### config.mk
export PLATFORM = sky130hd
export DESIGN_NAME = sscfl_top
export DESIGN_NICKNAME = d
export VERILOG_FILES = /design/src/hdl/sscfl_shift.v /design/src/hdl/sscfl_top.v
export VERILOG_INCLUDE_DIRS = /design/src /design/src/hdl
export SDC_FILE = /design/constraint.sdc
export NUM_CORES = 1
export LEC_CHECK = 0
export BUFFER_PORTS_ARGS = -buffer_cell sky130_fd_sc_hd__buf_2
export CORE_ASPECT_RATIO = 0.75
export CORE_MARGIN = 3
export CORE_UTILIZATION = 50
export DETAILED_ROUTE_END_ITERATION = 12
export HOLD_SLACK_MARGIN = 0.1
export PLACE_DENSITY = 0.77
export SLEW_MARGIN = 20
export SYNTH_ARGS = -nofsm -noshare
export SYNTH_HDL_FRONTEND = slang
export SYNTH_SLANG_ARGS = --single-unit
### constraint.sdc
create_clock -name sys_clk_i -period 2.2 [get_ports sys_clk_i]
set_input_delay 0.44 -clock sys_clk_i [delete_from_list [all_inputs] [get_ports sys_clk_i]]
set_output_delay 0.44 -clock sys_clk_i [all_outputs]
set_load 0.05 [all_outputs]
### src/hdl/sscfl_defs.vh
// constants for the switch command and fault logic
`ifndef SSCFL_DEFS_VH
`define SSCFL_DEFS_VH
`define SSCFL_FRAME_BITS     24
`define SSCFL_NOUT           16
`define SSCFL_CMD_MSB        23
`define SSCFL_CMD_LSB        18
`define SSCFL_CMD_ONOFF      6'h00
`define SSCFL_CMD_OLEN       6'h01
`define SSCFL_CMD_GLOBAL     6'h02
`define SSCFL_CMD_FSD        6'h03
`define SSCFL_CMD_PWMEN      6'h04
`define SSCFL_CMD_COMBINE    6'h05
`define SSCFL_CMD_RESET      6'h06
`define SSCFL_BIT_OV_RESTORE 16
`define SSCFL_BIT_TH_RETRY   17
`define SSCFL_BIT_ANY_FAULT  23
`define SSCFL_BIT_OV_FAULT   22
`define SSCFL_RST_ONOFF      16'h0000
`define SSCFL_RST_OLEN       16'h0000
`define SSCFL_RST_FSD        16'hffff
`define SSCFL_RST_PWMEN      16'h0000
`define SSCFL_RST_COMBINE    16'h0000
`define SSCFL_WRITE_GAP_US   450
`define SSCFL_CLK_MHZ        100
`define SSCFL_WRITE_GAP_CYC  (`SSCFL_WRITE_GAP_US * `SSCFL_CLK_MHZ)
`endif

### src/hdl/sscfl_shift.v
// 24-bit spi shift register, msb first in and out
`timescale 1ns/100ps
`default_nettype none
`include "sscfl_defs.vh"
module sscfl_shift (
    // clock and reset
    input  wire        sys_clk_i,
    input  wire        resetn_i,
    // spi pins, sampled synchronously
    input  wire        cs_n_i,
    input  wire        sclk_i,
    input  wire        sdi_i,
    // parallel side and serial data out
    input  wire [23:0] load_word_i,
    output reg  [23:0] rx_word_o,
    output reg         sdo_o,
    output wire        frame_end_o,
    output wire        frame_start_o,
    output reg  [4:0]  bit_cnt_o
);
    reg        cs_d_reg;
    reg        sclk_d_reg;
    reg [23:0] tx_reg;
    wire       rise = sclk_i & ~sclk_d_reg;
    wire       fall = ~sclk_i & sclk_d_reg;

    assign frame_start_o = cs_d_reg & ~cs_n_i;
    assign frame_end_o   = ~cs_d_reg & cs_n_i;

    always @(posedge sys_clk_i or negedge resetn_i) begin
        if (!resetn_i) begin
            cs_d_reg   <= 1'b1;
            sclk_d_reg <= 1'b0;
            tx_reg     <= 24'h000000;
            rx_word_o  <= 24'h000000;
            sdo_o      <= 1'b0;
            bit_cnt_o  <= 5'h00;
        end else begin
            cs_d_reg   <= cs_n_i;
            sclk_d_reg <= sclk_i;
            if (frame_start_o) begin
                // fault word captured at chip select fall
                tx_reg    <= {load_word_i[22:0], 1'b0};
                sdo_o     <= load_word_i[23];
                bit_cnt_o <= 5'h00;
            end else if (!cs_n_i && rise) begin
                rx_word_o <= {rx_word_o[22:0], sdi_i};
                if (bit_cnt_o != 5'h1f)
                    bit_cnt_o <= bit_cnt_o + 5'h01;
            end else if (!cs_n_i && fall) begin
                sdo_o  <= tx_reg[23];
                tx_reg <= {tx_reg[22:0], 1'b0};
            end
        end
    end
endmodule
`default_nettype wire

### src/hdl/sscfl_top.v
// command interpreter and fault reporting for a 16-output switch
// Functional notes
// - combine bit 0: output is pwm AND spi on bit
// - combine bit 1: output is pwm OR spi on bit
// - shifted-out bit 1 means fault, 0 means none
// - latched fault bits clear on chip select rise
// - fault word bits 15..0 are per-output faults
// - fault word bits 21..16 read zero
// - bit 22 overvoltage, bit 23 any fault
// - reset command turns outputs off, registers to power-on values, except the write gap counter, which restarts its full span
// - every frame is exactly 24 bits both ways
// - command and fault words shift msb first
// - on/off field: 0 off, 1 on
// - overtemperature shuts only that output; retry or latch per thermal bit
// - overcurrent flagged; reaching thermal limit applies thermal policy
// - open load flagged only while commanded off
// - overvoltage shuts all; recovery restores or keeps off per bit
// - bits 23..18 select one of seven commands
// - command acts only at chip select rise
// - pwm enable routes common pwm; else spi bit with parallel input
// - bit 16 overvoltage recovery, bit 17 thermal retry
`timescale 1ns/100ps
`default_nettype none
`include "sscfl_defs.vh"
module sscfl_top (
    // clock and reset
    input  wire        sys_clk_i,
    input  wire        resetn_i,
    // spi link
    input  wire        cs_n_i,
    input  wire        sclk_i,
    input  wire        sdi_i,
    output wire        sdo_o,
    // pwm inputs
    input  wire        common_pwm_i,
    input  wire [15:0] parallel_pulse_input_i,
    // analog sense inputs, one per output except the shared overvoltage input
    input  wire [15:0] over_temp_i,
    input  wire [15:0] over_current_i,
    input  wire [15:0] open_load_i,
    input  wire [15:0] fast_short_i,
    input  wire        over_voltage_i,
    // drivers, analog controls and write gap flag
    output reg  [15:0] driver_output_o,
    output wire [15:0] open_load_current_en_o,
    output wire [15:0] fast_short_disable_o,
    output wire        write_gap_ok_o
);
    localparam [2:0] ST_NORMAL = 3'b001;
    localparam [2:0] ST_OVSHUT = 3'b010;
    localparam [2:0] ST_OVOFF  = 3'b100;
    // write gap span in clock cycles, fits the 17-bit counter
    localparam [16:0] GAP_CYC  = `SSCFL_WRITE_GAP_CYC;

    reg  [15:0] onoff_reg;
    reg  [15:0] olen_reg;
    reg  [15:0] fast_short_disable_reg;
    reg  [15:0] pwmen_reg;
    reg  [15:0] pwm_combine_select_reg;
    reg         ov_restore_reg;
    reg         th_retry_reg;
    reg  [15:0] fault_reg;
    reg         ov_fault_reg;
    reg  [15:0] th_latch_reg;
    reg  [2:0]  ov_state_reg;
    reg  [2:0]  ov_state_next;
    reg  [15:0] fast_off_reg;
    reg  [15:0] drive_next;
    wire [15:0] combined;
    reg  [15:0] fault_next;
    reg  [15:0] th_latch_next;
    reg  [15:0] onoff_next;
    reg  [15:0] olen_next;
    reg  [15:0] fsd_next;
    reg  [15:0] pwmen_next;
    reg  [15:0] comb_next;
    reg         ovr_next;
    reg         thr_next;
    reg         ov_fault_next;
    reg         do_reset;
    reg  [16:0] gap_cnt_reg;
    wire [23:0] rx_word;
    wire        frame_end;
    wire        frame_start;
    wire [4:0]  bit_cnt;
    wire [23:0] fault_word;
    wire [5:0]  cmd;

    sscfl_shift u_shift (
        .sys_clk_i     (sys_clk_i),
        .resetn_i      (resetn_i),
        .cs_n_i        (cs_n_i),
        .sclk_i        (sclk_i),
        .sdi_i         (sdi_i),
        .load_word_i   (fault_word),
        .rx_word_o     (rx_word),
        .sdo_o         (sdo_o),
        .frame_end_o   (frame_end),
        .frame_start_o (frame_start),
        .bit_cnt_o     (bit_cnt)
    );

    // decoded code is valid only for the seven defined commands
    function cmd_known;
        input [5:0] c;
        begin
            cmd_known = (c <= `SSCFL_CMD_RESET);
        end
    endfunction

    assign cmd = rx_word[`SSCFL_CMD_MSB:`SSCFL_CMD_LSB];
    // 1 flags a fault, reserved bits zero
    assign fault_word = {(ov_fault_reg | (|fault_reg)), ov_fault_reg,
                         6'h00, fault_reg};
    assign open_load_current_en_o = olen_reg;
    assign fast_short_disable_o   = fast_short_disable_reg;
    assign write_gap_ok_o = (gap_cnt_reg == 17'h00000);

    // per-output pwm merge
    genvar g;
    generate
        for (g = 0; g < `SSCFL_NOUT; g = g + 1) begin : g_out
            assign combined[g] = !pwmen_reg[g] ? (onoff_reg[g] | parallel_pulse_input_i[g])
                               : pwm_combine_select_reg[g] ? (common_pwm_i | onoff_reg[g])
                               : (common_pwm_i & onoff_reg[g]);
        end
    endgenerate

    // accepted frame: full 24 bits, ends on chip select rise
    always @* begin
        onoff_next = onoff_reg;
        olen_next  = olen_reg;
        fsd_next   = fast_short_disable_reg;
        pwmen_next = pwmen_reg;
        comb_next  = pwm_combine_select_reg;
        ovr_next   = ov_restore_reg;
        thr_next   = th_retry_reg;
        do_reset   = 1'b0;
        if (frame_end && bit_cnt == 5'h18 && cmd_known(cmd)) begin
            case (cmd)
                `SSCFL_CMD_ONOFF:   onoff_next = rx_word[15:0];
                `SSCFL_CMD_OLEN:    olen_next  = rx_word[15:0];
                `SSCFL_CMD_GLOBAL: begin
                    ovr_next = rx_word[`SSCFL_BIT_OV_RESTORE];
                    thr_next = rx_word[`SSCFL_BIT_TH_RETRY];
                end
                `SSCFL_CMD_FSD:     fsd_next   = rx_word[15:0];
                `SSCFL_CMD_PWMEN:   pwmen_next = rx_word[15:0];
                `SSCFL_CMD_COMBINE: comb_next  = rx_word[15:0];
                `SSCFL_CMD_RESET:   do_reset   = 1'b1;
                default:            do_reset   = 1'b0;
            endcase
        end
    end

    // overvoltage supervisor
    always @* begin
        ov_state_next = ov_state_reg;
        case (ov_state_reg)
            ST_NORMAL: if (over_voltage_i) ov_state_next = ST_OVSHUT;
            ST_OVSHUT: if (!over_voltage_i)
                ov_state_next = ov_restore_reg ? ST_NORMAL : ST_OVOFF;
            ST_OVOFF:  if (over_voltage_i) ov_state_next = ST_OVSHUT;
            default:   ov_state_next = ST_NORMAL;
        endcase
    end

    // fault capture and output gating
    always @* begin
        th_latch_next = th_latch_reg;
        // latched off unless retry selected; cleared once cooled with retry
        th_latch_next = (th_latch_reg & {16{~th_retry_reg}}) | over_temp_i;
        fault_next = over_temp_i | over_current_i
                   | (open_load_i & ~onoff_reg & olen_reg);
        drive_next = combined & ~th_latch_reg & ~over_temp_i & ~fast_off_reg;
        if (ov_state_reg != ST_NORMAL || over_voltage_i)
            drive_next = 16'h0000;
        ov_fault_next = over_voltage_i;
    end

    always @(posedge sys_clk_i or negedge resetn_i) begin
        if (!resetn_i) begin
            onoff_reg              <= `SSCFL_RST_ONOFF;
            olen_reg               <= `SSCFL_RST_OLEN;
            fast_short_disable_reg <= `SSCFL_RST_FSD;
            pwmen_reg              <= `SSCFL_RST_PWMEN;
            pwm_combine_select_reg <= `SSCFL_RST_COMBINE;
            ov_restore_reg         <= 1'b0;
            th_retry_reg           <= 1'b0;
            fault_reg              <= 16'h0000;
            ov_fault_reg           <= 1'b0;
            th_latch_reg           <= 16'h0000;
            fast_off_reg           <= 16'h0000;
            ov_state_reg           <= ST_NORMAL;
            driver_output_o        <= 16'h0000;
            gap_cnt_reg            <= 17'h00000;
        end else if (do_reset) begin
            onoff_reg              <= `SSCFL_RST_ONOFF;
            olen_reg               <= `SSCFL_RST_OLEN;
            fast_short_disable_reg <= `SSCFL_RST_FSD;
            pwmen_reg              <= `SSCFL_RST_PWMEN;
            pwm_combine_select_reg <= `SSCFL_RST_COMBINE;
            ov_restore_reg         <= 1'b0;
            th_retry_reg           <= 1'b0;
            fault_reg              <= 16'h0000;
            ov_fault_reg           <= 1'b0;
            th_latch_reg           <= 16'h0000;
            fast_off_reg           <= 16'h0000;
            ov_state_reg           <= ST_NORMAL;
            driver_output_o        <= 16'h0000;
            gap_cnt_reg            <= GAP_CYC;
        end else begin
            onoff_reg              <= onoff_next;
            olen_reg               <= olen_next;
            fast_short_disable_reg <= fsd_next;
            pwmen_reg              <= pwmen_next;
            pwm_combine_select_reg <= comb_next;
            ov_restore_reg         <= ovr_next;
            th_retry_reg           <= thr_next;
            ov_state_reg           <= ov_state_next;
            th_latch_reg           <= th_latch_next;
            driver_output_o        <= drive_next;
            // fast short off only where not disabled; cleared when an on/off write changes the on/off bits
            if (onoff_next != onoff_reg)
                fast_off_reg <= fast_short_i & ~fast_short_disable_reg;
            else
                fast_off_reg <= fast_off_reg | (fast_short_i & ~fast_short_disable_reg);
            // sticky faults: new fault wins over the clear at chip select rise
            if (frame_end) begin
                fault_reg    <= fault_next;
                ov_fault_reg <= ov_fault_next;
            end else begin
                fault_reg    <= fault_reg | fault_next;
                ov_fault_reg <= ov_fault_reg | ov_fault_next;
            end
            if (frame_end)
                gap_cnt_reg <= GAP_CYC;
            else if (gap_cnt_reg != 17'h00000)
                gap_cnt_reg <= gap_cnt_reg - 17'h00001;
        end
    end
endmodule
`default_nettype wire

Word-level counts from Yosys, hierarchy flattened
Index checks and enable logic that the tools add are counted.
{"block": "op_classes", "addsub": 2, "magnitude_cmp": 1, "n_eq_ne": 16, "n_mux": 81, "bitwise": 77, "n_reduce_logical": 30}
{"op": "$mux W16", "n": 22}
{"op": "$and A16 B16 Y16", "n": 7}
{"op": "$not A16 Y16", "n": 5}
{"op": "$or A16 B16 Y16", "n": 5}
{"op": "$mux W24", "n": 3}
{"op": "$mux W17", "n": 3}
{"op": "$mux W1", "n": 45}
{"op": "$or A1 B1 Y1", "n": 34}
{"op": "$and A1 B1 Y1", "n": 20}
{"op": "$eq A6 B3 Y1 const B", "n": 3}
{"op": "$reduce_and A2 Y1", "n": 9}
{"op": "$reduce_bool A2 Y1", "n": 9}
{"op": "$logic_not A17 Y1", "n": 1}
{"op": "$reduce_bool A17 Y1", "n": 1}
{"op": "$sub A17 B1 Y17 const B", "n": 1}
{"op": "$ne A16 B16 Y1", "n": 1}
{"op": "$reduce_or A16 Y1", "n": 1}
{"op": "$mux W5", "n": 3}
{"op": "$eq A6 B2 Y1 const B", "n": 2}
{"op": "$mux W3", "n": 4}
{"op": "$eq A6 B1 Y1 const B", "n": 1}
{"op": "$le A6 B3 Y1 const B", "n": 1}
{"op": "$logic_not A6 Y1", "n": 1}
{"op": "$ne A3 B1 Y1 const B", "n": 2}
{"op": "15 further kinds", "n": 23}
{"block": "word_totals", "regBits": 223, "input_bits": 87, "output_inout_bits": 50, "elab_cells": 227}

Longest topological paths before layout
Gate-level depths: netlist of run 1.
{"block": "depth", "depth_word": 8, "ltp_mapped": 9, "ltp_nobuf": 7}

Hierarchy
From an unflattened synthesis of run 1, not the netlist that was laid out.
{"block": "unflattened", "hier_cells": 978, "hier_area_um2": 10294.9}
{"module": "sscfl_top", "n_inst": 1, "cells_each": 791, "area_each_um2": 7968.9, "seq_area_each_um2": 4200.3}
{"module": "sscfl_shift", "n_inst": 1, "cells_each": 187, "area_each_um2": 2326.0, "seq_area_each_um2": 1377.6}

Worst setup path before layout of run 1
OpenSTA, ideal clock, no wires.
{"block": "synth_timing", "path_type": "reg-to-output", "from": "register gap_cnt_reg[0]", "to": "output write_gap_ok_o", "arrival_ns": 1.766, "required_ns": 1.760, "setup_slack_ns": -0.006, "path_stages_with_launch": 7, "cell_sequence": "dfrtp_1 > inv_1 > ha_1 > nor2b_1 > nand2_1 > clkbuf_1 > nor2_1"}
{"block": "synth_via", "elab_chain_len": 1}
{"item": "start: declaration", "line": "sscfl_top.v:81", "rtl": "reg [16:0] gap_cnt_reg;"}
{"item": "start signal: assignment", "line": "sscfl_top.v:239", "rtl": "gap_cnt_reg <= gap_cnt_reg - 17'h00001;"}
{"item": "$logic_not A17 Y1", "line": "sscfl_top.v:117", "rtl": "assign write_gap_ok_o = (gap_cnt_reg == 17'h00000);"}
{"item": "end: declaration", "line": "sscfl_top.v:47", "rtl": "output wire write_gap_ok_o"}
No other way between the ends.

Worst setup path in the final report of run 1
{"block": "layout_timing", "from": "register u_shift.bit_cnt_o[2]", "to": "register ov_fault_reg"}
{"block": "layout_via", "elab_chain_len": 5}
{"item": "start: declaration", "line": "sscfl_shift.v:19", "rtl": "output reg [4:0] bit_cnt_o"}
{"item": "start signal: assignment", "line": "sscfl_shift.v:49", "rtl": "bit_cnt_o <= bit_cnt_o + 5'h01;"}
{"item": "$eq A5 B5 Y1", "line": "sscfl_top.v:139", "rtl": "if (frame_end && bit_cnt == 5'h18 && cmd_known(cmd)) begin"}
{"item": "$logic_and A1 B1 Y1 (2 in series)", "line": "sscfl_top.v:139"}
{"item": "$mux W1", "line": "sscfl_top.v:139"}
{"item": "$mux W1", "line": "sscfl_top.v:197", "rtl": "end else if (do_reset) begin"}
{"item": "end signal: assignment", "line": "sscfl_top.v:231", "rtl": "ov_fault_reg <= ov_fault_next;"}
{"item": "end signal: assignment", "line": "sscfl_top.v:234", "rtl": "ov_fault_reg <= ov_fault_reg | ov_fault_next;"}
{"item": "end: declaration", "line": "sscfl_top.v:63", "rtl": "reg ov_fault_reg;"}
No other way between the ends.
A chain may end at the register's enable or synchronous reset.

==> run summary, run 1 <==
Status - completed
Setup WS pre-CTS - 0.0875 ns
Vias per inst - 5.95
Max cap viols - 0
Most numerous cell in the Yosys netlist - dfrtp_1
Switching share of total power - 24.6%
FILL cells - 1,527
Root Driver - clkbuf_16
Synth cell count leaders - dfrtp_1, nor2_1, nand2_1
Post-synth EDFFs - 0
Clock Path Buffers - 3
Slew Limit Headroom - 53.3%
Req. time, crit path - 2.59 ns
Worst slew pin tran - 0.699 ns
Share of cells above drive strength 1 - 28.4%
Period Utilization, post-route - 96.6%
Clock Latency Late Sink - 0.50 ns
Critical Path End Type - register
WP data arrival - 2.51 ns
Async set or reset register ratio after synthesis - 100%
I/O Buffers - 136
Final nets - 1,156
Area leader, netlist - dfrtp_1
Routability cong. - 0.849
Post-Route WL - 28,000 um
Tot Pwr - 9670 uW
Critical Path Fanout Max - 19
Synth cell types - 60
Leakage - 0.00559 uW
Cell Area, Synth - 10,100 um^2
Post-synth top flop - dfrtp_1
Slowest cell on the critical path - or4b_4
Syn Nets - 1,014
Net Switching - 2380 uW
Largest register FFs - 24
Syn_area_per_cell - 10.9 um^2
CTS Buf Count - 22
DRC viols - 0
GRT Util Overall - 25.2%
CP max stage delay - 0.60 ns
Setup crit start kind - register
First-pass detailed-route iteration total - 5
# IOs - 137
Initial Util - 51.5%
First DRT Iteration DRCs - 808
Post-layout min period - 2.12 ns
Vias in the first global route - 7,564
Critical Path Source - u_shift.bit_cnt_o[2]
Largest net degree at the start of global routing - 63
Worst VDD drop - 0.000591 V
Combinational fraction of design power - 9.4%
Worst-path cell chain - or4b_4 -> or4b_1 -> buf_4 -> a22o_1
Vias - 7,949
HP Start - sdi_i
Global-route wire length before repair - 43,100 um
Fmax - 471 MHz
Gate Count Post-Synth - 923
GRT overflow - 0
Core area - 19,600 um^2
Wire per inst - 21.0 um
Post-synth top area share - 50.5%
Pins Over Slew Limit - 0
Seq pwr share - 47.1%
ANT nets after route - 0
CTS tree - done
TritonCTS Sinks - 222
#FFs+latches synth - 222
CTS clock-pin slew for the worst setup and hold paths - 0.07 ns
Worst hold path depth - 2
Initial antenna violation count - 1
Seq/Total Area, Yosys - 55.2%
Worst Skew - 0.00961 ns
Internal power - 7290 uW
Critical path class - register to register
Pwr/cell area - 795 nW/um^2
Dpl hpwl - 20,000 um
Most area-consuming cells after synthesis - dfrtp_1, dfstp_2, mux2i_1
Final Hold Fails - 0
FF-to-FF path depth - 4
Warnings, synthesis - 0
Clock power share - 43.5%
Final setup vio count - 0
RR Startpoint - u_shift.bit_cnt_o[2]
H-tree levels - 1
Num rows - 44
Die X - 170 um
P&R area growth vs syn - 20.5%
Die height - 129 um
Hold crit path type - input port to register
Setup ws final - 0.0753 ns
Total die area - 22,000 um^2
==> power by group through the flow <==
| stage | logic, uW | clock network [uW] | registers, uW |
|---|---|---|---|
| after floorplan | 546 | 0 | 4480 |
| after global placement | 845 | 0 | 4580 |
| after detailed placement | 875 | 0 | 4600 |
| after CTS | 890 | 4240 | 4530 |
| after global routing | 1010 | 4390 | 4580 |
| final | 907 | 4210 | 4550 |
==> through the flow <==
stage / std cells / area, um^2 / util (%) / hold WS (ns) / setup TNS, ns
CTS: 1332 / 12100 / 61.8 / 0.165 / 0
floorplan: 923 / 10100 / - / 0.144 / 0
finish: 1335 / 12200 / 62.1 / 0.173 / 0
global placement: 1290 / 11200 / 57.3 / 0.421 / 0
detailed placement: 1290 / 11200 / 57.3 / 0.425 / 0
global route: 1335 / 12200 / 62.1 / 0.166 / -0.0261
==> final timing paths <==
path	to	slack [ns]
min in group asynchronous	gap_cnt_reg[14]	0.49
max in group asynchronous	pwmen_reg[9]	1.00
setup reg to reg	ov_fault_reg	0.08
setup / recovery	ov_fault_reg	0.08
hold / removal	u_shift.rx_word_o[0]	0.17
hold reg to reg	u_shift.tx_reg[12]	0.51
==> placed cells by master, fill, tap and decap left out, drive strengths merged, types with 4 or more instances in the layout <==
cell,count
or4,4
a22o,33
o21ai,47
or3,5
dfstp,18
nand3,5
xor2,20
inv,6
bufinv,5
o22a,16
clkbuf,29
o311ai,16
mux2i,41
mux2,39
clkinv,4
a31oi,18
nand2,64
buf,178
a21oi,46
nor2,116
nor3,26
and3,5
nand2b,38
dfrtp,204
nor4,16
nor2b,21
a2111oi,18
ha,4
==> routing by layer <==
metal	track usage (%)	vias to the layer above	part of all wire, %
met5	0	-	0
met3	5.22	39	7.3
met2	36.9	293	45
li1	-	3606	-
met4	5.72	0	2.0
met1	39.0	4011	46
==> cell type report <==
class                           count  area, um^2  area share [%]
Inverter                            7        26.3           0.216
Clock inverter                     11         188            1.54
Tap cell                          253         317            2.60
Multi-Input combinational cell    632        4270            35.1
Sequential cell                   222        5580            45.9
Antenna cell                        1        2.50          0.0206
Clock buffer                       29         628            5.16
Timing Repair Buffer              180        1160            9.51
==> cell families after synthesis <==
| family | after synthesis | share of synthesized area, % |
|---|---|---|
| fa+ha+maj | 4 | 0.495 |
| flops | 222 | 55.2 |
| compound gates | 207 | 14.0 |
| mux | 80 | 8.78 |
| xor+xnor | 21 | 1.82 |
| simple gates | 320 | 16.3 |
| buf+inv | 69 | 3.42 |
==> worst max-delay path, delay by kind of cell, from the launching register on <==
family | cells | cell delay [ns]
flops | 1 | 0.42
compound gates | 1 | 0.20
buf+inv | 1 | 0.23
simple gates | 2 | 1.16
==> timing repair <==
| item | 4_1_cts | 5_1_grt |
|---|---|---|
| buffers inserted | 0 | 2 |
| pin swaps | 0 | 3 |
| gates resized for setup | 7 | 11 |
| hold buffers | 2 | 0 |
| endpoints found under the hold margin | 55 | 0 |
| gates cloned | 0 | 0 |
| setup endpoints to repair | 1 | 10 |
Power figures use the tool's default switching activity.
==> run 2, diff against run 1 <==
Settings changed: ABC_AREA set to 1, PLACE_DENSITY 0.77 to 0.76, SLEW_MARGIN 20 to unset.
==> run 2 against run 1 <==
  * The run now ends with negative setup slack left
  * First-iteration DRC count grew 31%
  * Largest cell class unchanged
  * Largest power group unchanged
  * Cell area grew 8.1%
  * Combinational power grew 26%
==> run summary, run 2 <==
Global routing usage on met3 - 6.30% (was 5.22%)
TritonCTS Sinks - 222 (unchanged)
ANT nets after route - 0 (unchanged)
Critical Path Source - cs_n_i (was u_shift.bit_cnt_o[2])
Largest register FFs - 24 (unchanged)
Post-layout min period - 2.25 ns (was 2.12 ns)
Failing checks - negative setup slack
Area leader, netlist - dfrtp_1 (unchanged)
GRT Util Overall - 25.6% (was 25.2%)
RSZ-0062 raised after global routing - true
Final setup vio count - 9 (was 0)
Status - finished, violations left (was completed)
Slew Limit Headroom - 57.8% (was 53.3%)
Setup ws final - -0.0509 ns (was 0.0753 ns)
Total die area - 22,800 um^2 (was 22,000 um^2)
Synth Area in Adders - 1.53% (was 0.495%)
Period Utilization, post-route - 102% (was 96.6%)
Routability cong. - 0.861 (was 0.849)
Most frequent cells in the layout - dfrtp_1, nand2_1, buf_2, inv_1, o21ai_0 (was dfrtp_1, buf_2, nor2_1, nand2_1, a21oi_1)
Core area - 20,400 um^2 (was 19,600 um^2)
Gr busiest metal - met1 (unchanged)
RR Endpoint - fast_off_reg[6] (was ov_fault_reg)
# IOs - 137 (unchanged)
Seq/Total Area, Yosys - 53.2% (was 55.2%)
Worst Skew - 0.0137 ns (was 0.00961 ns)
Post-synth EDFFs - 0 (unchanged)
Final nets - 1,439 (was 1,156)
Most area-consuming cells after synthesis - dfrtp_1, nand2_1, o21ai_0 (was dfrtp_1, dfstp_2, mux2i_1)
First DRT Iteration DRCs - 1,060 (was 808)
I/O Buffers - 136 (unchanged)
Syn Nets - 1,264 (was 1,014)
Die height - 131 um (was 129 um)
Share of cells above drive strength 1 - 26.3% (was 28.4%)
Die X - 173 um (was 170 um)
Post-Route WL - 32,300 um (was 28,000 um)
HP Start - fast_short_i[9] (was sdi_i)
Worst VDD drop - 0.000500 V (was 0.000591 V)
Vias per inst - 5.82 (was 5.95)
Most common cell after layout, fill and taps aside - dfrtp_1 (unchanged)
Synth cell types - 49 (was 60)
FILL cells - 1,569 (was 1,527)
Max cap viols - 0 (unchanged)
GR Util met2 - 37.4% (was 36.9%)
Post-synth top area share - 48.7% (was 50.5%)
GRT overflow - 0 (unchanged)
Post-synth top flop - dfrtp_1 (unchanged)
Worst hold path depth - 3 (was 2)
DRC viols - 0 (unchanged)
Req. time, crit path - 2.63 ns (was 2.59 ns)
Worst slew pin tran - 0.629 ns (was 0.699 ns)
Multiplexer area fraction after synthesis - 0.215% (was 8.78%)
Met1 Usage GRT - 39.2% (was 39.0%)
Setup crit start kind - input port (was register)
Setup TNS - -0.172 ns (was 0 ns)
First-pass detailed-route iteration total - 5 (unchanged)
Initial Util - 51.3% (was 51.5%)
Syn_area_per_cell - 8.94 um^2 (was 10.9 um^2)
RR Startpoint - u_shift.bit_cnt_o[0] (was u_shift.bit_cnt_o[2])
CTS clock-pin slew for the worst setup and hold paths - 0.07 ns (about the same)
Critical path class - input port to register (was register to register)
Largest net degree at the start of global routing - 61 (was 63)
Hold crit path type - input port to register (unchanged)
Initial antenna violation count - 1 (unchanged)
Async set or reset register ratio after synthesis - 100% (unchanged)
Gate Count Post-Synth - 1,173 (was 923)
Layout Utilization - 64.3% (was 62.1%)
CTS tree - done (unchanged)
Clock Latency Late Sink - 0.51 ns (was 0.50 ns)
Tot Pwr - 9750 uW (was 9670 uW)
Post-Synth Simple-Gate Area - 19.9% (was 16.3%)
Antenna cell count - 0 (was 1)
CTS Buf Count - 22 (unchanged)
FF-to-FF path depth - 17 (was 4)
Hold Crit Endpoint - fast_off_reg[9] (was u_shift.rx_word_o[0])
Wire per inst - 19.7 um (was 21.0 um)
Vias in the first global route - 8,636 (was 7,564)
Leakage - 0.00598 uW (was 0.00559 uW)
Dpl hpwl - 20,900 um (was 20,000 um)
Combinational family with the most area after synthesis - simple AND/OR/NAND/NOR gates (unchanged)
#FFs+latches synth - 222 (unchanged)
Final Hold Fails - 0 (unchanged)
Pwr/cell area - 742 nW/um^2 (was 795 nW/um^2)
Warnings, synthesis - 0 (unchanged)
Pins Over Slew Limit - 0 (unchanged)
Global-route wire length before repair - 47,100 um (was 43,100 um)
Critical Path End Type - register (unchanged)
Synth cell count leaders - dfrtp_1, nand2_1, inv_1 (was dfrtp_1, nor2_1, nand2_1)
Worst R2R Setup Slack - -0.05 ns (was 0.08 ns)
Num rows - 45 (was 44)
Critical Path Fanout Max - 8 (was 19)
Xor/xnor share of the synthesized area - 0.167% (was 1.82%)
H-tree levels - 1 (unchanged)
Root Driver - clkbuf_16 (unchanged)
Cell Area, Synth - 10,500 um^2 (was 10,100 um^2)
WP data arrival - 2.69 ns (was 2.51 ns)
Most numerous cell in the Yosys netlist - dfrtp_1 (unchanged)
P&R area growth vs syn - 25.4% (was 20.5%)
Fmax - 444 MHz (was 471 MHz)
Compound-gate portion of the synthesized area - 17.6% (was 14.0%)
Vias - 9,566 (was 7,949)
Clock Path Buffers - 3 (unchanged)
## run 2: worst max path at each step
stage          depth (start not counted)  slack (ns)         endpoint
2_1_floorplan                          6        0.13   write_gap_ok_o
3_3_place_gp                          16      -0.002  fast_off_reg[0]
3_5_place_dp                          16       -0.11  fast_off_reg[3]
4_1_cts                                7       -0.05   write_gap_ok_o
5_1_grt                               17       -0.13  fast_off_reg[6]
6_report                              15       -0.05  fast_off_reg[6]
## run 2: routing by layer
metal  vias to the layer above  wire length (um)
met2                       481             14300
met4                         0               784
li1                       4361                 -
met1                      4664             13900
met5                         -                 0
met3                        60              3350
## run 2: kinds of logic (layout without fill, tap and decap cells)
group | Yosys count | after routing
buffers and inverters | 182 | 369
muxes | 2 | 2
DFF | 222 | 222
adders and majority gates | 15 | 15
and+or+nand+nor | 448 | 451
xor gates and xnor gates | 2 | 2
AOI/OAI and AO/OA | 302 | 302
## run 2: layout make-up
cell class                      instances  area (um^2)  area share, %
Sequential cell                       222         5580           42.4
Multi-Input combinational cell        772         4490           34.2
Timing Repair Buffer                  201         1450           11.0
Clock buffer                           30          642           4.88
Inverter                              129          490           3.73
Tap cell                              282          353           2.68
Clock inverter                          9          148           1.12
## run 2: power breakdown
part,switching [uW],total [uW],internal (uW),leakage (uW)
clock network,1590,4100,2510,0.000388
registers,205,4520,4310,0.00259
logic,707,1140,429,0.00301
## run 2: worst max-delay path, stage by stage
cell and delay (ns):
dlygate4sd3_1 0.53, buf_2 0.15, nand2_1 0.13, nor2_4 0.06, buf_12 0.14, nand2_8 0.15
nand2_4 0.12, nand3_1 0.11, nand2_1 0.07, nor2_2 0.13, nand2_2 0.11, nor2_8 0.14
buf_6 0.17, nand3_2 0.10, a21oi_2 0.14
## run 2: what timing repair did
item                                    in CTS  in global routing
cloned                                       0                 10
setup buffers                                6                 12
hold endpoints to repair                    46                  0
hold buffers                                 3                  0
endpoints found under the setup margin      17                 39
pin swaps                                    4                 18
resized for setup                           10                 65
## run 2: through the flow
stage	instance area [um^2]	setup WS [ns]	hold WS (ns)	cells
6_report	13100	-0.0509	0.193	1645
5_1_grt	13100	-0.125	0.188	1645
4_1_cts	12600	-0.0499	0.184	1623
3_5_place_dp	11600	-0.110	0.405	1575
3_3_place_gp	11600	-0.00195	0.408	1575
2_1_floorplan	10500	0.129	0.144	1173
